$ cat src/common/line_trig_pkg.sv
// Constants for the line edge trigger and pending block
package line_trig_pkg;

  // ==========================================================================
  // Sizes
  localparam int NUM_LINES = 23;
  localparam int DATA_W    = 32;
  localparam int ADDR_W    = 8;

  // ==========================================================================
  // Register byte offsets
  localparam logic [ADDR_W-1:0] OFF_INT_MASK  = 8'h00;
  localparam logic [ADDR_W-1:0] OFF_EVT_MASK  = 8'h04;
  localparam logic [ADDR_W-1:0] OFF_RISE_SEL  = 8'h08;
  localparam logic [ADDR_W-1:0] OFF_FALL_SEL  = 8'h0C;
  localparam logic [ADDR_W-1:0] OFF_SOFT_TRIG = 8'h10;
  localparam logic [ADDR_W-1:0] OFF_PENDING   = 8'h14;
  localparam logic [ADDR_W-1:0] OFF_IRQ_STAT  = 8'h18;
  localparam logic [ADDR_W-1:0] OFF_IRQ_EN    = 8'h1C;

  // ==========================================================================
  // Implemented lines: 22..19 and 17..0, line 18 absent
  localparam logic [NUM_LINES-1:0] LINE_IMPL = 23'h7BFFFF;

  // ==========================================================================
  // Reset values
  localparam logic [NUM_LINES-1:0] RST_INT_MASK  = 23'h000000;
  localparam logic [NUM_LINES-1:0] RST_EVT_MASK  = 23'h000000;
  localparam logic [NUM_LINES-1:0] RST_RISE_SEL  = 23'h000000;
  localparam logic [NUM_LINES-1:0] RST_FALL_SEL  = 23'h000000;
  localparam logic [NUM_LINES-1:0] RST_SOFT_TRIG = 23'h000000;
  localparam logic [NUM_LINES-1:0] RST_PENDING   = 23'h000000;

  // ==========================================================================
  // Block interrupt status fields
  localparam int ST_W        = 3;
  localparam int ST_PEND_SET = 0;
  localparam int ST_EVENT    = 1;
  localparam int ST_SOFT     = 2;
  localparam logic [ST_W-1:0] RST_IRQ = 3'h0;

  // ==========================================================================
  // Bus answers
  localparam logic [1:0] RESP_OKAY   = 2'h0;
  localparam logic [1:0] RESP_SLVERR = 2'h2;
  localparam logic [3:0] FULL_STRB   = 4'hF;

endpackage : line_trig_pkg

$ cat src/common/edge_if.sv
// Edge strobes passed from the edge detector to the trigger logic
`timescale 1ns/10ps
interface edge_if #(parameter int N = 23);
  logic [N-1:0] rise;
  logic [N-1:0] fall;
  modport src (output rise, output fall);
  modport dst (input rise, input fall);
endinterface : edge_if

$ cat src/core/edge_detect.sv
// Line synchroniser and edge strobe generator
`timescale 1ns/10ps
module edge_detect #(
  parameter int N = 23
) (
  // Clock and reset
  input  wire logic         aclk,
  input  wire logic         aresetn,
  // Raw lines
  input  wire logic [N-1:0] line_in,
  // Strobes
  edge_if.src               edges
);

  logic [N-1:0] sync1;
  logic [N-1:0] sync2;
  logic [N-1:0] prev;

  // Two-stage synchroniser, then one stage of history
  always_ff @(posedge aclk) begin
    if (!aresetn) begin
      sync1 <= '0;
      sync2 <= '0;
      prev  <= '0;
    end else begin
      sync1 <= line_in;
      sync2 <= sync1;
      prev  <= sync2;
    end
  end

  // One-cycle strobes from sample comparison
  assign edges.rise = sync2 & ~prev;
  assign edges.fall = ~sync2 & prev;

endmodule : edge_detect

$ cat src/core/line_edge_trigger_pending.sv
// Per-line edge trigger, software trigger and pending logic with AXI4-Lite
// Functional notes
// rising select enables rising-edge trigger
// falling select enables falling-edge trigger
// both selects set: either edge triggers
// software writes reserved bits as zero
// rising edge during rising-select write ignored
// falling edge during falling-select write ignored
// line sources must be glitch free
// new soft trigger with mask sets pending
// soft trigger clears with its pending flag
// enabled edge sets the pending flag
// pending flags clear on writing one
// selects and soft trigger reset to zero
// line request only when mask bit set
// event-only line pulses, pending untouched
// software uses full word accesses only
// synchronise lines, compare samples for strobes
`timescale 1ns/10ps
module line_edge_trigger_pending (
  // Clock and reset
  input  wire logic                                    aclk,
  input  wire logic                                    aresetn,
  // AXI4-Lite write address
  input  wire logic                                    s_axi_awvalid,
  output wire logic                                    s_axi_awready,
  input  wire logic [line_trig_pkg::ADDR_W-1:0]        s_axi_awaddr,
  // AXI4-Lite write data
  input  wire logic                                    s_axi_wvalid,
  output wire logic                                    s_axi_wready,
  input  wire logic [line_trig_pkg::DATA_W-1:0]        s_axi_wdata,
  input  wire logic [3:0]                              s_axi_wstrb,
  // AXI4-Lite write response
  output logic                                         s_axi_bvalid,
  input  wire logic                                    s_axi_bready,
  output logic      [1:0]                              s_axi_bresp,
  // AXI4-Lite read address
  input  wire logic                                    s_axi_arvalid,
  output wire logic                                    s_axi_arready,
  input  wire logic [line_trig_pkg::ADDR_W-1:0]        s_axi_araddr,
  // AXI4-Lite read data
  output logic                                         s_axi_rvalid,
  input  wire logic                                    s_axi_rready,
  output logic      [line_trig_pkg::DATA_W-1:0]        s_axi_rdata,
  output logic      [1:0]                              s_axi_rresp,
  // Lines and requests
  input  wire logic [line_trig_pkg::NUM_LINES-1:0]     line_in,
  output wire logic [line_trig_pkg::NUM_LINES-1:0]     line_irq,
  output logic      [line_trig_pkg::NUM_LINES-1:0]     event_pulse,
  // Block interrupt
  output wire logic                                    irq
);
  import line_trig_pkg::*;

  // ==========================================================================
  // Storage
  logic [NUM_LINES-1:0] interrupt_mask_reg;
  logic [NUM_LINES-1:0] event_mask_reg;
  logic [NUM_LINES-1:0] rising_edge_select;
  logic [NUM_LINES-1:0] falling_edge_select;
  logic [NUM_LINES-1:0] software_trigger;
  logic [NUM_LINES-1:0] pending_flags;
  logic [ST_W-1:0]      irq_status;
  logic [ST_W-1:0]      irq_enable;

  // Bus holding state
  logic                 aw_held;
  logic                 w_held;
  logic [ADDR_W-1:0]    aw_addr_q;
  logic [DATA_W-1:0]    w_data_q;
  logic [3:0]           w_strb_q;

  // Decoded write and read
  logic                 aw_fire;
  logic                 w_fire;
  logic                 ar_fire;
  logic                 wr_en;
  logic                 wr_ok;
  logic [ADDR_W-1:0]    wr_addr;
  logic [DATA_W-1:0]    wr_data;
  logic [3:0]           wr_strb;
  logic [NUM_LINES-1:0] wr_lines;
  logic                 wr_imask;
  logic                 wr_emask;
  logic                 wr_rise;
  logic                 wr_fall;
  logic                 wr_soft;
  logic                 wr_pend;
  logic                 wr_irq_en;
  logic                 rd_stat;
  logic [DATA_W-1:0]    rd_word;
  logic                 rd_hit;

  // Trigger terms
  logic [NUM_LINES-1:0] rise_set;
  logic [NUM_LINES-1:0] fall_set;
  logic [NUM_LINES-1:0] hw_trig;
  logic [NUM_LINES-1:0] soft_new;
  logic [NUM_LINES-1:0] ev_only;
  logic [NUM_LINES-1:0] pend_set;
  logic [NUM_LINES-1:0] pend_clr;
  logic [NUM_LINES-1:0] evt_hit;
  logic [ST_W-1:0]      st_events;

  // ==========================================================================
  // Edge detection
  edge_if #(.N(NUM_LINES)) edges ();

  edge_detect #(.N(NUM_LINES)) u_edge (
    .aclk    (aclk),
    .aresetn (aresetn),
    .line_in (line_in),
    .edges   (edges.src)
  );

  // ==========================================================================
  // Write channel acceptance
  assign s_axi_awready = !aw_held && !s_axi_bvalid;
  assign s_axi_wready  = !w_held && !s_axi_bvalid;
  assign aw_fire       = s_axi_awvalid && s_axi_awready;
  assign w_fire        = s_axi_wvalid && s_axi_wready;

  // Address and data taken now or earlier
  assign wr_addr  = aw_held ? aw_addr_q : s_axi_awaddr;
  assign wr_data  = w_held ? w_data_q : s_axi_wdata;
  assign wr_strb  = w_held ? w_strb_q : s_axi_wstrb;
  assign wr_en    = (aw_held || aw_fire) && (w_held || w_fire);

  // Partial words and unmapped offsets are refused
  assign wr_ok    = wr_en && (wr_strb == FULL_STRB) && (wr_addr[1:0] == 2'h0)
                    && (wr_addr <= OFF_IRQ_EN);
  assign wr_lines = wr_data[NUM_LINES-1:0] & LINE_IMPL;

  // Per-register write strobes
  assign wr_imask  = wr_ok && (wr_addr == OFF_INT_MASK);
  assign wr_emask  = wr_ok && (wr_addr == OFF_EVT_MASK);
  assign wr_rise   = wr_ok && (wr_addr == OFF_RISE_SEL);
  assign wr_fall   = wr_ok && (wr_addr == OFF_FALL_SEL);
  assign wr_soft   = wr_ok && (wr_addr == OFF_SOFT_TRIG);
  assign wr_pend   = wr_ok && (wr_addr == OFF_PENDING);
  assign wr_irq_en = wr_ok && (wr_addr == OFF_IRQ_EN);

  // Hold address or data until its partner arrives
  always_ff @(posedge aclk) begin
    if (!aresetn) begin
      aw_held   <= 1'b0;
      w_held    <= 1'b0;
      aw_addr_q <= '0;
      w_data_q  <= '0;
      w_strb_q  <= 4'h0;
    end else if (wr_en) begin
      aw_held <= 1'b0;
      w_held  <= 1'b0;
    end else begin
      if (aw_fire) begin
        aw_held   <= 1'b1;
        aw_addr_q <= s_axi_awaddr;
      end
      if (w_fire) begin
        w_held   <= 1'b1;
        w_data_q <= s_axi_wdata;
        w_strb_q <= s_axi_wstrb;
      end
    end
  end

  // Write response one edge after both halves are in
  always_ff @(posedge aclk) begin
    if (!aresetn) begin
      s_axi_bvalid <= 1'b0;
      s_axi_bresp  <= RESP_OKAY;
    end else if (wr_en) begin
      s_axi_bvalid <= 1'b1;
      s_axi_bresp  <= wr_ok ? RESP_OKAY : RESP_SLVERR;
    end else if (s_axi_bready) begin
      s_axi_bvalid <= 1'b0;
    end
  end

  // ==========================================================================
  // Read channel
  assign s_axi_arready = !s_axi_rvalid;
  assign ar_fire       = s_axi_arvalid && s_axi_arready;
  assign rd_stat       = ar_fire && (s_axi_araddr == OFF_IRQ_STAT);

  // Read multiplexer, upper bits read zero
  always_comb begin
    rd_word = '0;
    rd_hit  = 1'b1;
    case (s_axi_araddr)
      OFF_INT_MASK:  rd_word[NUM_LINES-1:0] = interrupt_mask_reg;
      OFF_EVT_MASK:  rd_word[NUM_LINES-1:0] = event_mask_reg;
      OFF_RISE_SEL:  rd_word[NUM_LINES-1:0] = rising_edge_select;
      OFF_FALL_SEL:  rd_word[NUM_LINES-1:0] = falling_edge_select;
      OFF_SOFT_TRIG: rd_word[NUM_LINES-1:0] = software_trigger;
      OFF_PENDING:   rd_word[NUM_LINES-1:0] = pending_flags;
      OFF_IRQ_STAT:  rd_word[ST_W-1:0]      = irq_status;
      OFF_IRQ_EN:    rd_word[ST_W-1:0]      = irq_enable;
      default:       rd_hit                 = 1'b0;
    endcase
  end

  // Read data registered on address acceptance
  always_ff @(posedge aclk) begin
    if (!aresetn) begin
      s_axi_rvalid <= 1'b0;
      s_axi_rdata  <= '0;
      s_axi_rresp  <= RESP_OKAY;
    end else if (ar_fire) begin
      s_axi_rvalid <= 1'b1;
      s_axi_rdata  <= rd_word;
      s_axi_rresp  <= rd_hit ? RESP_OKAY : RESP_SLVERR;
    end else if (s_axi_rready) begin
      s_axi_rvalid <= 1'b0;
    end
  end

  // ==========================================================================
  // Configuration registers
  always_ff @(posedge aclk) begin
    if (!aresetn) begin
      interrupt_mask_reg  <= RST_INT_MASK;
      event_mask_reg      <= RST_EVT_MASK;
      rising_edge_select  <= RST_RISE_SEL;
      falling_edge_select <= RST_FALL_SEL;
      irq_enable          <= RST_IRQ;
    end else begin
      if (wr_imask)
        interrupt_mask_reg <= wr_lines;
      if (wr_emask)
        event_mask_reg <= wr_lines;
      if (wr_rise)
        rising_edge_select <= wr_lines;
      if (wr_fall)
        falling_edge_select <= wr_lines;
      if (wr_irq_en)
        irq_enable <= wr_data[ST_W-1:0];
    end
  end

  // ==========================================================================
  // Trigger qualification
  assign rise_set = edges.rise & rising_edge_select & {NUM_LINES{!wr_rise}};
  assign fall_set = edges.fall & falling_edge_select & {NUM_LINES{!wr_fall}};
  assign hw_trig  = rise_set | fall_set;

  // Only a zero-to-one change of a soft trigger bit counts
  assign soft_new = wr_soft ? (wr_lines & ~software_trigger) : '0;

  // Event-only lines never raise their pending flag
  assign ev_only  = event_mask_reg & ~interrupt_mask_reg;
  assign pend_set = (hw_trig & ~ev_only) | (soft_new & interrupt_mask_reg);
  assign pend_clr = wr_pend ? wr_lines : '0;
  assign evt_hit  = (hw_trig | soft_new) & event_mask_reg;

  // Pending flags, a set in the clearing cycle wins
  always_ff @(posedge aclk) begin
    if (!aresetn)
      pending_flags <= RST_PENDING;
    else
      pending_flags <= (pending_flags & ~pend_clr) | pend_set;
  end

  // Soft trigger bits live until their pending flag is cleared
  always_ff @(posedge aclk) begin
    if (!aresetn)
      software_trigger <= RST_SOFT_TRIG;
    else
      software_trigger <= (software_trigger & ~pend_clr) | soft_new;
  end

  // One-cycle event pulse per enabled edge
  always_ff @(posedge aclk) begin
    if (!aresetn)
      event_pulse <= '0;
    else
      event_pulse <= evt_hit;
  end

  // Per-line request gated by the interrupt mask
  assign line_irq = pending_flags & interrupt_mask_reg;

  // ==========================================================================
  // Block interrupt, sticky status cleared by reading it
  assign st_events[ST_PEND_SET] = |pend_set;
  assign st_events[ST_EVENT]    = |evt_hit;
  assign st_events[ST_SOFT]     = |soft_new;

  always_ff @(posedge aclk) begin
    if (!aresetn)
      irq_status <= RST_IRQ;
    else
      irq_status <= (rd_stat ? RST_IRQ : irq_status) | st_events;
  end

  assign irq = |(irq_status & irq_enable);

  // ==========================================================================
  // Checks
  property p_rise_pend;
    @(posedge aclk) disable iff (!aresetn)
    (rise_set & ~ev_only) != '0 |=> (pending_flags & $past(rise_set & ~ev_only)) == $past(rise_set & ~ev_only);
  endproperty
  a_rise_pend: assert property (p_rise_pend) else $error("rising edge did not set pending");

  property p_fall_pend;
    @(posedge aclk) disable iff (!aresetn)
    ((edges.fall & falling_edge_select & ~ev_only) != '0) && !wr_fall && !wr_pend
      |=> (pending_flags & $past(fall_set & ~ev_only)) == $past(fall_set & ~ev_only);
  endproperty
  a_fall_pend: assert property (p_fall_pend) else $error("falling edge did not set pending");

  property p_rise_block;
    @(posedge aclk) disable iff (!aresetn)
    wr_rise && (edges.rise != '0) && (edges.fall == '0) && !$past(wr_soft)
      |=> (pending_flags & ~$past(pending_flags)) == '0;
  endproperty
  a_rise_block: assert property (p_rise_block) else $error("edge during select write set pending");

  property p_fall_block;
    @(posedge aclk) disable iff (!aresetn)
    wr_fall |-> (fall_set == '0) && (rise_set == (edges.rise & rising_edge_select));
  endproperty
  a_fall_block: assert property (p_fall_block) else $error("falling edge not blocked on write");

  property p_soft_set;
    @(posedge aclk) disable iff (!aresetn)
    (soft_new & interrupt_mask_reg) != '0
      |=> ((line_irq & $past(soft_new & interrupt_mask_reg)) == $past(soft_new & interrupt_mask_reg))
          && irq_status[ST_SOFT];
  endproperty
  a_soft_set: assert property (p_soft_set) else $error("soft trigger did not raise request");

  property p_soft_clear;
    @(posedge aclk) disable iff (!aresetn)
    pend_clr != '0 |=> (software_trigger & $past(pend_clr)) == '0;
  endproperty
  a_soft_clear: assert property (p_soft_clear) else $error("soft trigger survived pending clear");

  property p_mask_gate;
    @(posedge aclk) disable iff (!aresetn)
    (line_irq & ~interrupt_mask_reg) == '0;
  endproperty
  a_mask_gate: assert property (p_mask_gate) else $error("request on a masked line");

  property p_event_only;
    @(posedge aclk) disable iff (!aresetn)
    (hw_trig & ev_only) != '0 && !wr_imask && !wr_emask
      |=> ((event_pulse & $past(hw_trig & ev_only)) == $past(hw_trig & ev_only))
          && ((pending_flags & ~$past(pending_flags) & $past(hw_trig & ev_only)) == '0);
  endproperty
  a_event_only: assert property (p_event_only) else $error("event-only line misbehaved");

  property p_write_resp;
    @(posedge aclk) disable iff (!aresetn)
    wr_en |=> s_axi_bvalid && (s_axi_bresp == ($past(wr_ok) ? RESP_OKAY : RESP_SLVERR));
  endproperty
  a_write_resp: assert property (p_write_resp) else $error("write response missing or wrong");

endmodule : line_edge_trigger_pending

$ cat config.mk
export PLATFORM = sky130hd
export DESIGN_NAME = line_edge_trigger_pending
export DESIGN_NICKNAME = d
export VERILOG_FILES = /design/src/common/line_trig_pkg.sv /design/src/common/edge_if.sv /design/src/core/edge_detect.sv /design/src/core/line_edge_trigger_pending.sv
export SDC_FILE = /design/constraint.sdc
export NUM_CORES = 1
export LEC_CHECK = 0
export BUFFER_PORTS_ARGS = -buffer_cell sky130_fd_sc_hd__buf_2
export CAP_MARGIN = 15
export CORE_ASPECT_RATIO = 0.7
export CORE_UTILIZATION = 35
export DETAILED_ROUTE_END_ITERATION = 10
export PLACE_DENSITY = 0.58
export SLEW_MARGIN = 10
export SYNTH_ARGS = -nofsm -noshare
export SYNTH_HDL_FRONTEND = slang
export SYNTH_HIERARCHICAL = 1
export SYNTH_SLANG_ARGS = --single-unit
export TNS_END_PERCENT = 5
$ cat constraint.sdc
create_clock -name aclk -period 3.5 [get_ports aclk]
set_clock_uncertainty 0.15 [all_clocks]
set_input_delay 0.7 -clock aclk [delete_from_list [all_inputs] [get_ports aclk]]
set_output_delay 0.7 -clock aclk [all_outputs]
set_load 0.01 [all_outputs]
Yosys cells after proc, flatten, opt, wreduce, memory -nomap -nowiden
Cells that the tools add are included. W data, S select, Z words.

Equality and inequality tests: 14. Bitwise logic cells: 29. Multiplexer cells: 15. Order comparisons: 1. Reductions and logical operators: 38.

Operators by type and width (number): $and A23 B23 Y23 (14); $not A23 Y23 (6); $pmux W20 S6 (1); $or A23 B23 Y23 (5); $mux W23 (3); $reduce_or A23 Y1 (3); $eq A8 B5 Y1 const B (7); $eq A8 B4 Y1 const B (4); $pmux W3 S8 (1); $logic_and A1 B1 Y1 (17); $eq A8 B3 Y1 const B (2); $logic_not A8 Y1 (2); $le A8 B5 Y1 const B (1); $mux W8 (1); $reduce_or A8 Y1 (1); $logic_not A1 Y1 (6); $mux W1 (5); $eq A4 B4 Y1 const B (1); $mux W2 (2); $mux W4 (1); $reduce_and A2 Y1 (2); $reduce_bool A2 Y1 (2); $and A3 B3 Y3 (1); $mux W3 (1); 6 further kinds (8).

Register bits: 298. Logic and storage cells: 119. Output and inout port bits: 88. Input bits: 82.

Logic depth before layout (Yosys ltp)
Word-level depth: 16. Gate-level depth with buffers: 10. Gate-level depth less buffers: 9.

Cells and area by module
Netlist, hierarchy kept.

Modules (own cells, without submodules): line_edge_trigger_pending (sequential area each 4444.3 µm², instances 1, cells each 1228, area each 10243.6 µm²); edge_detect (sequential area each 1381.3 µm², instances 1, cells each 191, area each 2148.3 µm²).

Worst setup path after synthesis
OpenSTA, ideal clock, no wires.

Kind: input to register. Start point: input port s_axi_awaddr[7] in the netlist's numbering. End point: register irq_status[1]. Required time: 3215 ps. Data arrival time: 2594 ps. Library setup time: 135 ps. Stages on the path: 9. Path slack: 621 ps. Buffers on the path: 1. Cells stage by stage: nor4_2 -> o211ai_2 -> nor4_4 -> buf_6 -> a2bb2oi_4 -> o21ai_2 -> a2111o_1 -> nor4_1 -> a31oi_1.

Word-level cells in the longest chain between the ends: 11. Elaborated cells between the ends (all ways): 19. Classes of those cells: order compare: 1; eq/ne: 3; mux: 2; bitwise: 6; reduce/logical: 7.

Ends and longest elaborated chain: from (decl) (RTL line line_edge_trigger_pending.sv:27) `input wire logic [line_trig_pkg::ADDR_W-1:0] s_axi_awaddr,`; $mux W8 * (RTL line line_edge_trigger_pending.sv:124) `assign wr_addr = aw_held ? aw_addr_q : s_axi_awaddr;`; $le A8 B5 Y1 (RTL line line_edge_trigger_pending.sv:131) `&& (wr_addr <= OFF_IRQ_EN);`; $logic_and A1 B1 Y1 (RTL line line_edge_trigger_pending.sv:131); $logic_and A1 B1 Y1 (on tied branches) (RTL line line_edge_trigger_pending.sv:137, line_edge_trigger_pending.sv:138); $logic_not A1 Y1 (on tied branches) (RTL line line_edge_trigger_pending.sv:243, line_edge_trigger_pending.sv:244); $and A23 B23 Y23 (on tied branches) (RTL line line_edge_trigger_pending.sv:243, line_edge_trigger_pending.sv:244); $or A23 B23 Y23 (RTL line line_edge_trigger_pending.sv:245) `assign hw_trig = rise_set | fall_set;`; $or A23 B23 Y23 * (RTL line line_edge_trigger_pending.sv:254) `assign evt_hit = (hw_trig | soft_new) & event_mask_reg;`; $and A23 B23 Y23 * (RTL line line_edge_trigger_pending.sv:254); $reduce_or A23 Y1 * (RTL line line_edge_trigger_pending.sv:286) `assign st_events[ST_EVENT] = |evt_hit;`; $or A3 B3 Y3 * (RTL line line_edge_trigger_pending.sv:293) `irq_status <= (rd_stat ? RST_IRQ : irq_status) | st_events;`; to (signal assigned) (RTL line line_edge_trigger_pending.sv:293); to (decl) (RTL line line_edge_trigger_pending.sv:63) `logic [ST_W-1:0] irq_status;`.

Mark *: on every way between the ends. The rest lies on a longest branch, timed or not. A chain may end at the register's enable or synchronous reset.

Final worst setup path
Start point: register aw_held. End point: register irq_status[0].

Word-level cells in the longest chain between the ends: 16. Elaborated cells between the ends (all ways): 28. Classes of those cells: order compare: 1; eq/ne: 3; mux: 2; bitwise: 7; reduce/logical: 15.

Ends and longest elaborated chain: from (decl) (RTL line line_edge_trigger_pending.sv:67) `logic aw_held;`; from (signal assigned) (RTL line line_edge_trigger_pending.sv:146) `aw_held <= 1'b0;`; from (signal assigned) (RTL line line_edge_trigger_pending.sv:152) `aw_held <= 1'b0;`; from (signal assigned) (RTL line line_edge_trigger_pending.sv:156) `aw_held <= 1'b1;`; branches (longest 13 deep; another with $le A8 B5 Y1); $or A23 B23 Y23 * (RTL line line_edge_trigger_pending.sv:252) `assign pend_set = (hw_trig & ~ev_only) | (soft_new & interrupt_mask_reg);`; $reduce_or A23 Y1 * (RTL line line_edge_trigger_pending.sv:285) `assign st_events[ST_PEND_SET] = |pend_set;`; $or A3 B3 Y3 * (RTL line line_edge_trigger_pending.sv:293).

Every way passes the cells marked *.

==> results.md <==
| Parameter | Reported |
|:---|:---|
| Overall Global Routing Usage | 0.233 |
| Number of endpoints with negative hold slack in the final report | 0 |
| Syn_area_per_cell | 8.72 um2 |
| Relative slew margins | 0.343 |
| PwrDens | 498 nW/um2 |
| Highest attainable clock frequency | 0.295 GHz |
| Minimum setup slack in the final design | 0.114 ns |
| Detailed-placement wirelength estimate | 29500 um |
| Count of buffering cells on the critical path with inverters included | 5 |
| Chip Width | 226 um |
| Clock buffer count from CTS | 30 |
| Effective utilization at floorplan | 0.355 |
| Initial antenna violation count | 3 |
| H-tree levels | 1 |
| Area added between synthesis and finish | 24.7% |
| Transition time at the pin with the least slew margin | 0.985 ns |
| Via count of the first global-routing pass | 10458 |
| Number of cells produced by synthesis | 1411 |
| DR pass1 iterations | 8 |
| Fin cells | 2107 |
| Area enclosed by the die boundary | 35900 um2 |
| Delay-heaviest family, CP | simple AND/OR/NAND/NOR gates |
| Vias per cell | 5.43 |
| Number of input and output port buffers inserted | 144 |
| Remaining global-route overflow | 0 |
| Pin count of the biggest net entering global routing | 72 |
| Clock root buffer master | sky130_fd_sc_hd__clkbuf_16 |
| Final net count | 1692 |
| Drt first-iter violations | 1229 |
| Routed WL per cell | 20.2 um |
| Worst slack at placement | -0.131 ns |
| Clock transition time at the flip-flop clock pins of the worst setup and hold paths | 0.07 ns |
| Category of the critical setup timing path | flip-flop to flip-flop |
| Post-Synthesis Cell Area | 12300 um2 |
| Global-route wire length before repair | 63800 um |
| Standby leakage power | 5.91 nW |
| Residual antenna-violating net count after detailed routing | 0 |
| Worst-case clock buffer depth | 3 |
| Time the final worst path needs with I/O delays and setup | 3.39 ns |
| Count of max-cap constraint violations | 0 |
| Fraction of layout cells with a size suffix above 1 | 0.213 |
| Outcome | complete, no violations |
| Sink count of the clock tree | 288 |
| Clock latency on the worst-skew pair | 0.58 ns |
| Total via count in the routed design | 11447 |
| Critical path peak fanout | 12 |
| Instance count after placement with tap cells included | 2050 |
| Endpoint type of the worst setup path | flip-flop |
| Required time reported for the critical path endpoint | 3.78 ns |
| Gp weighted congestion | 0.924 |
| Worst vdd rail ir drop | 328 uV |
| Data arrival time of the critical path | 3.66 ns |
| Largest incremental delay on the critical path | 0.40 ns |
| Synth warnings | 6 |
| Max Slew Vio Count | 0 |
| Number of remaining DRC errors | 0 |
| Floorplan row count | 57 |
| Cell breakdown of the critical path | buf_4, nor4_2, buf_4, o211ai_2, nor4_4, buf_12, buf_4, o32ai_1, a211oi_1, nand4_1, nor4bb_1, buf_4, a31oi_1 |
| Area of the placeable core | 34700 um2 |
| Number of setup violations in the final report | 0 |
| Vert. Die Dim | 159 um |
| Library cell appearing most often on the critical path | sky130_fd_sc_hd__buf_4 |
| Startpoint type of the worst setup path | flip-flop |
| Commonest non-fill, non-tap cell in the layout | sky130_fd_sc_hd__dfxtp_1 |
| Worst min-delay path class | primary input to flip-flop |
| Final routed wirelength across all metal layers | 42500 um |
| Slowest CP cell | sky130_fd_sc_hd__dfxtp_1 |
| RSZ-0062 raised after global routing | true |
| Top Ports | 170 |
| Part of the cycle the worst path needs | 0.967 |
| Commonest non-fill, non-tap cells in the layout | sky130_fd_sc_hd__dfxtp_1, sky130_fd_sc_hd__nor2_1, sky130_fd_sc_hd__buf_2, sky130_fd_sc_hd__nand2_1, sky130_fd_sc_hd__buf_4 |
| Clock tree from TritonCTS | yes |
worst paths after layout:
path,from,slack [ns],depth (start not counted),end
worst max-delay path,aw_held,0.11,13,irq_status[0]
worst min-delay path,s_axi_rready,0.16,2,s_axi_rvalid
worst max register to register,aw_held,0.11,13,irq_status[0]
worst min register to register,u_edge/sync1[10],0.27,1,u_edge/sync2[10]
where the power goes:
| group | switching (mW) | internal [mW] | leakage (nW) |
|---|---|---|---|
| clock | 1.45 | 2.23 | 0.548 |
| combinational | 0.363 | 0.209 | 3.02 |
| sequential | 0.0470 | 3.35 | 2.34 |
metrics by stage:
stage	TNS [ns]	instance area [um2]	total power, mW	hold slack, ns	utilization
3_3_place_gp	-0.0601	14200	4.03	0.263	0.409
5_1_grt	-0.0235	15300	7.90	0.165	0.443
6_report	0	15300	7.64	0.155	0.443
2_1_floorplan	0	12300	3.78	0.262	-
4_1_cts	0	15300	7.70	0.137	0.442
3_5_place_dp	-0.186	14200	4.04	0.269	0.409
final cells by class:
cell class / instances / area (um2)
Timing Repair Buffer: 255 / 1690
Clock buffer: 36 / 835
Clock inverter: 20 / 308
Multi-Input combinational cell: 1015 / 6070
Antenna cell: 1 / 2.50
Sequential cell: 288 / 5770
Inverter: 20 / 77.6
Tap cell: 472 / 591
Fill cell: 3465 / 19300
metal layers:
| layer | part of all wire | GRT usage |
|---|---|---|
| met2 | 0.42 | 0.343 |
| met3 | 0.090 | 0.0542 |
| met4 | 0.030 | 0.0654 |
| met1 | 0.46 | 0.337 |
| met5 | 0.00056 | 0 |
worst reg2reg max path: stages, from the launching register on:
cell,delay [ns]
sky130_fd_sc_hd__dfxtp_1,0.40
sky130_fd_sc_hd__buf_4,0.20
sky130_fd_sc_hd__nor4_2,0.30
sky130_fd_sc_hd__buf_4,0.18
sky130_fd_sc_hd__o211ai_2,0.19
sky130_fd_sc_hd__nor4_4,0.30
sky130_fd_sc_hd__buf_12,0.21
sky130_fd_sc_hd__buf_4,0.13
sky130_fd_sc_hd__o32ai_1,0.06
sky130_fd_sc_hd__a211oi_1,0.30
sky130_fd_sc_hd__nand4_1,0.25
sky130_fd_sc_hd__nor4bb_1,0.34
sky130_fd_sc_hd__buf_4,0.16
sky130_fd_sc_hd__a31oi_1,0.07
repair_timing:
item,4_1_cts,5_1_grt
gates resized for setup,0,5
hold endpoints to repair,0,0
buffers inserted,0,0
hold buffers,0,0
endpoints found under the setup margin,0,2
No activity file was read; power rests on OpenSTA's default activity.
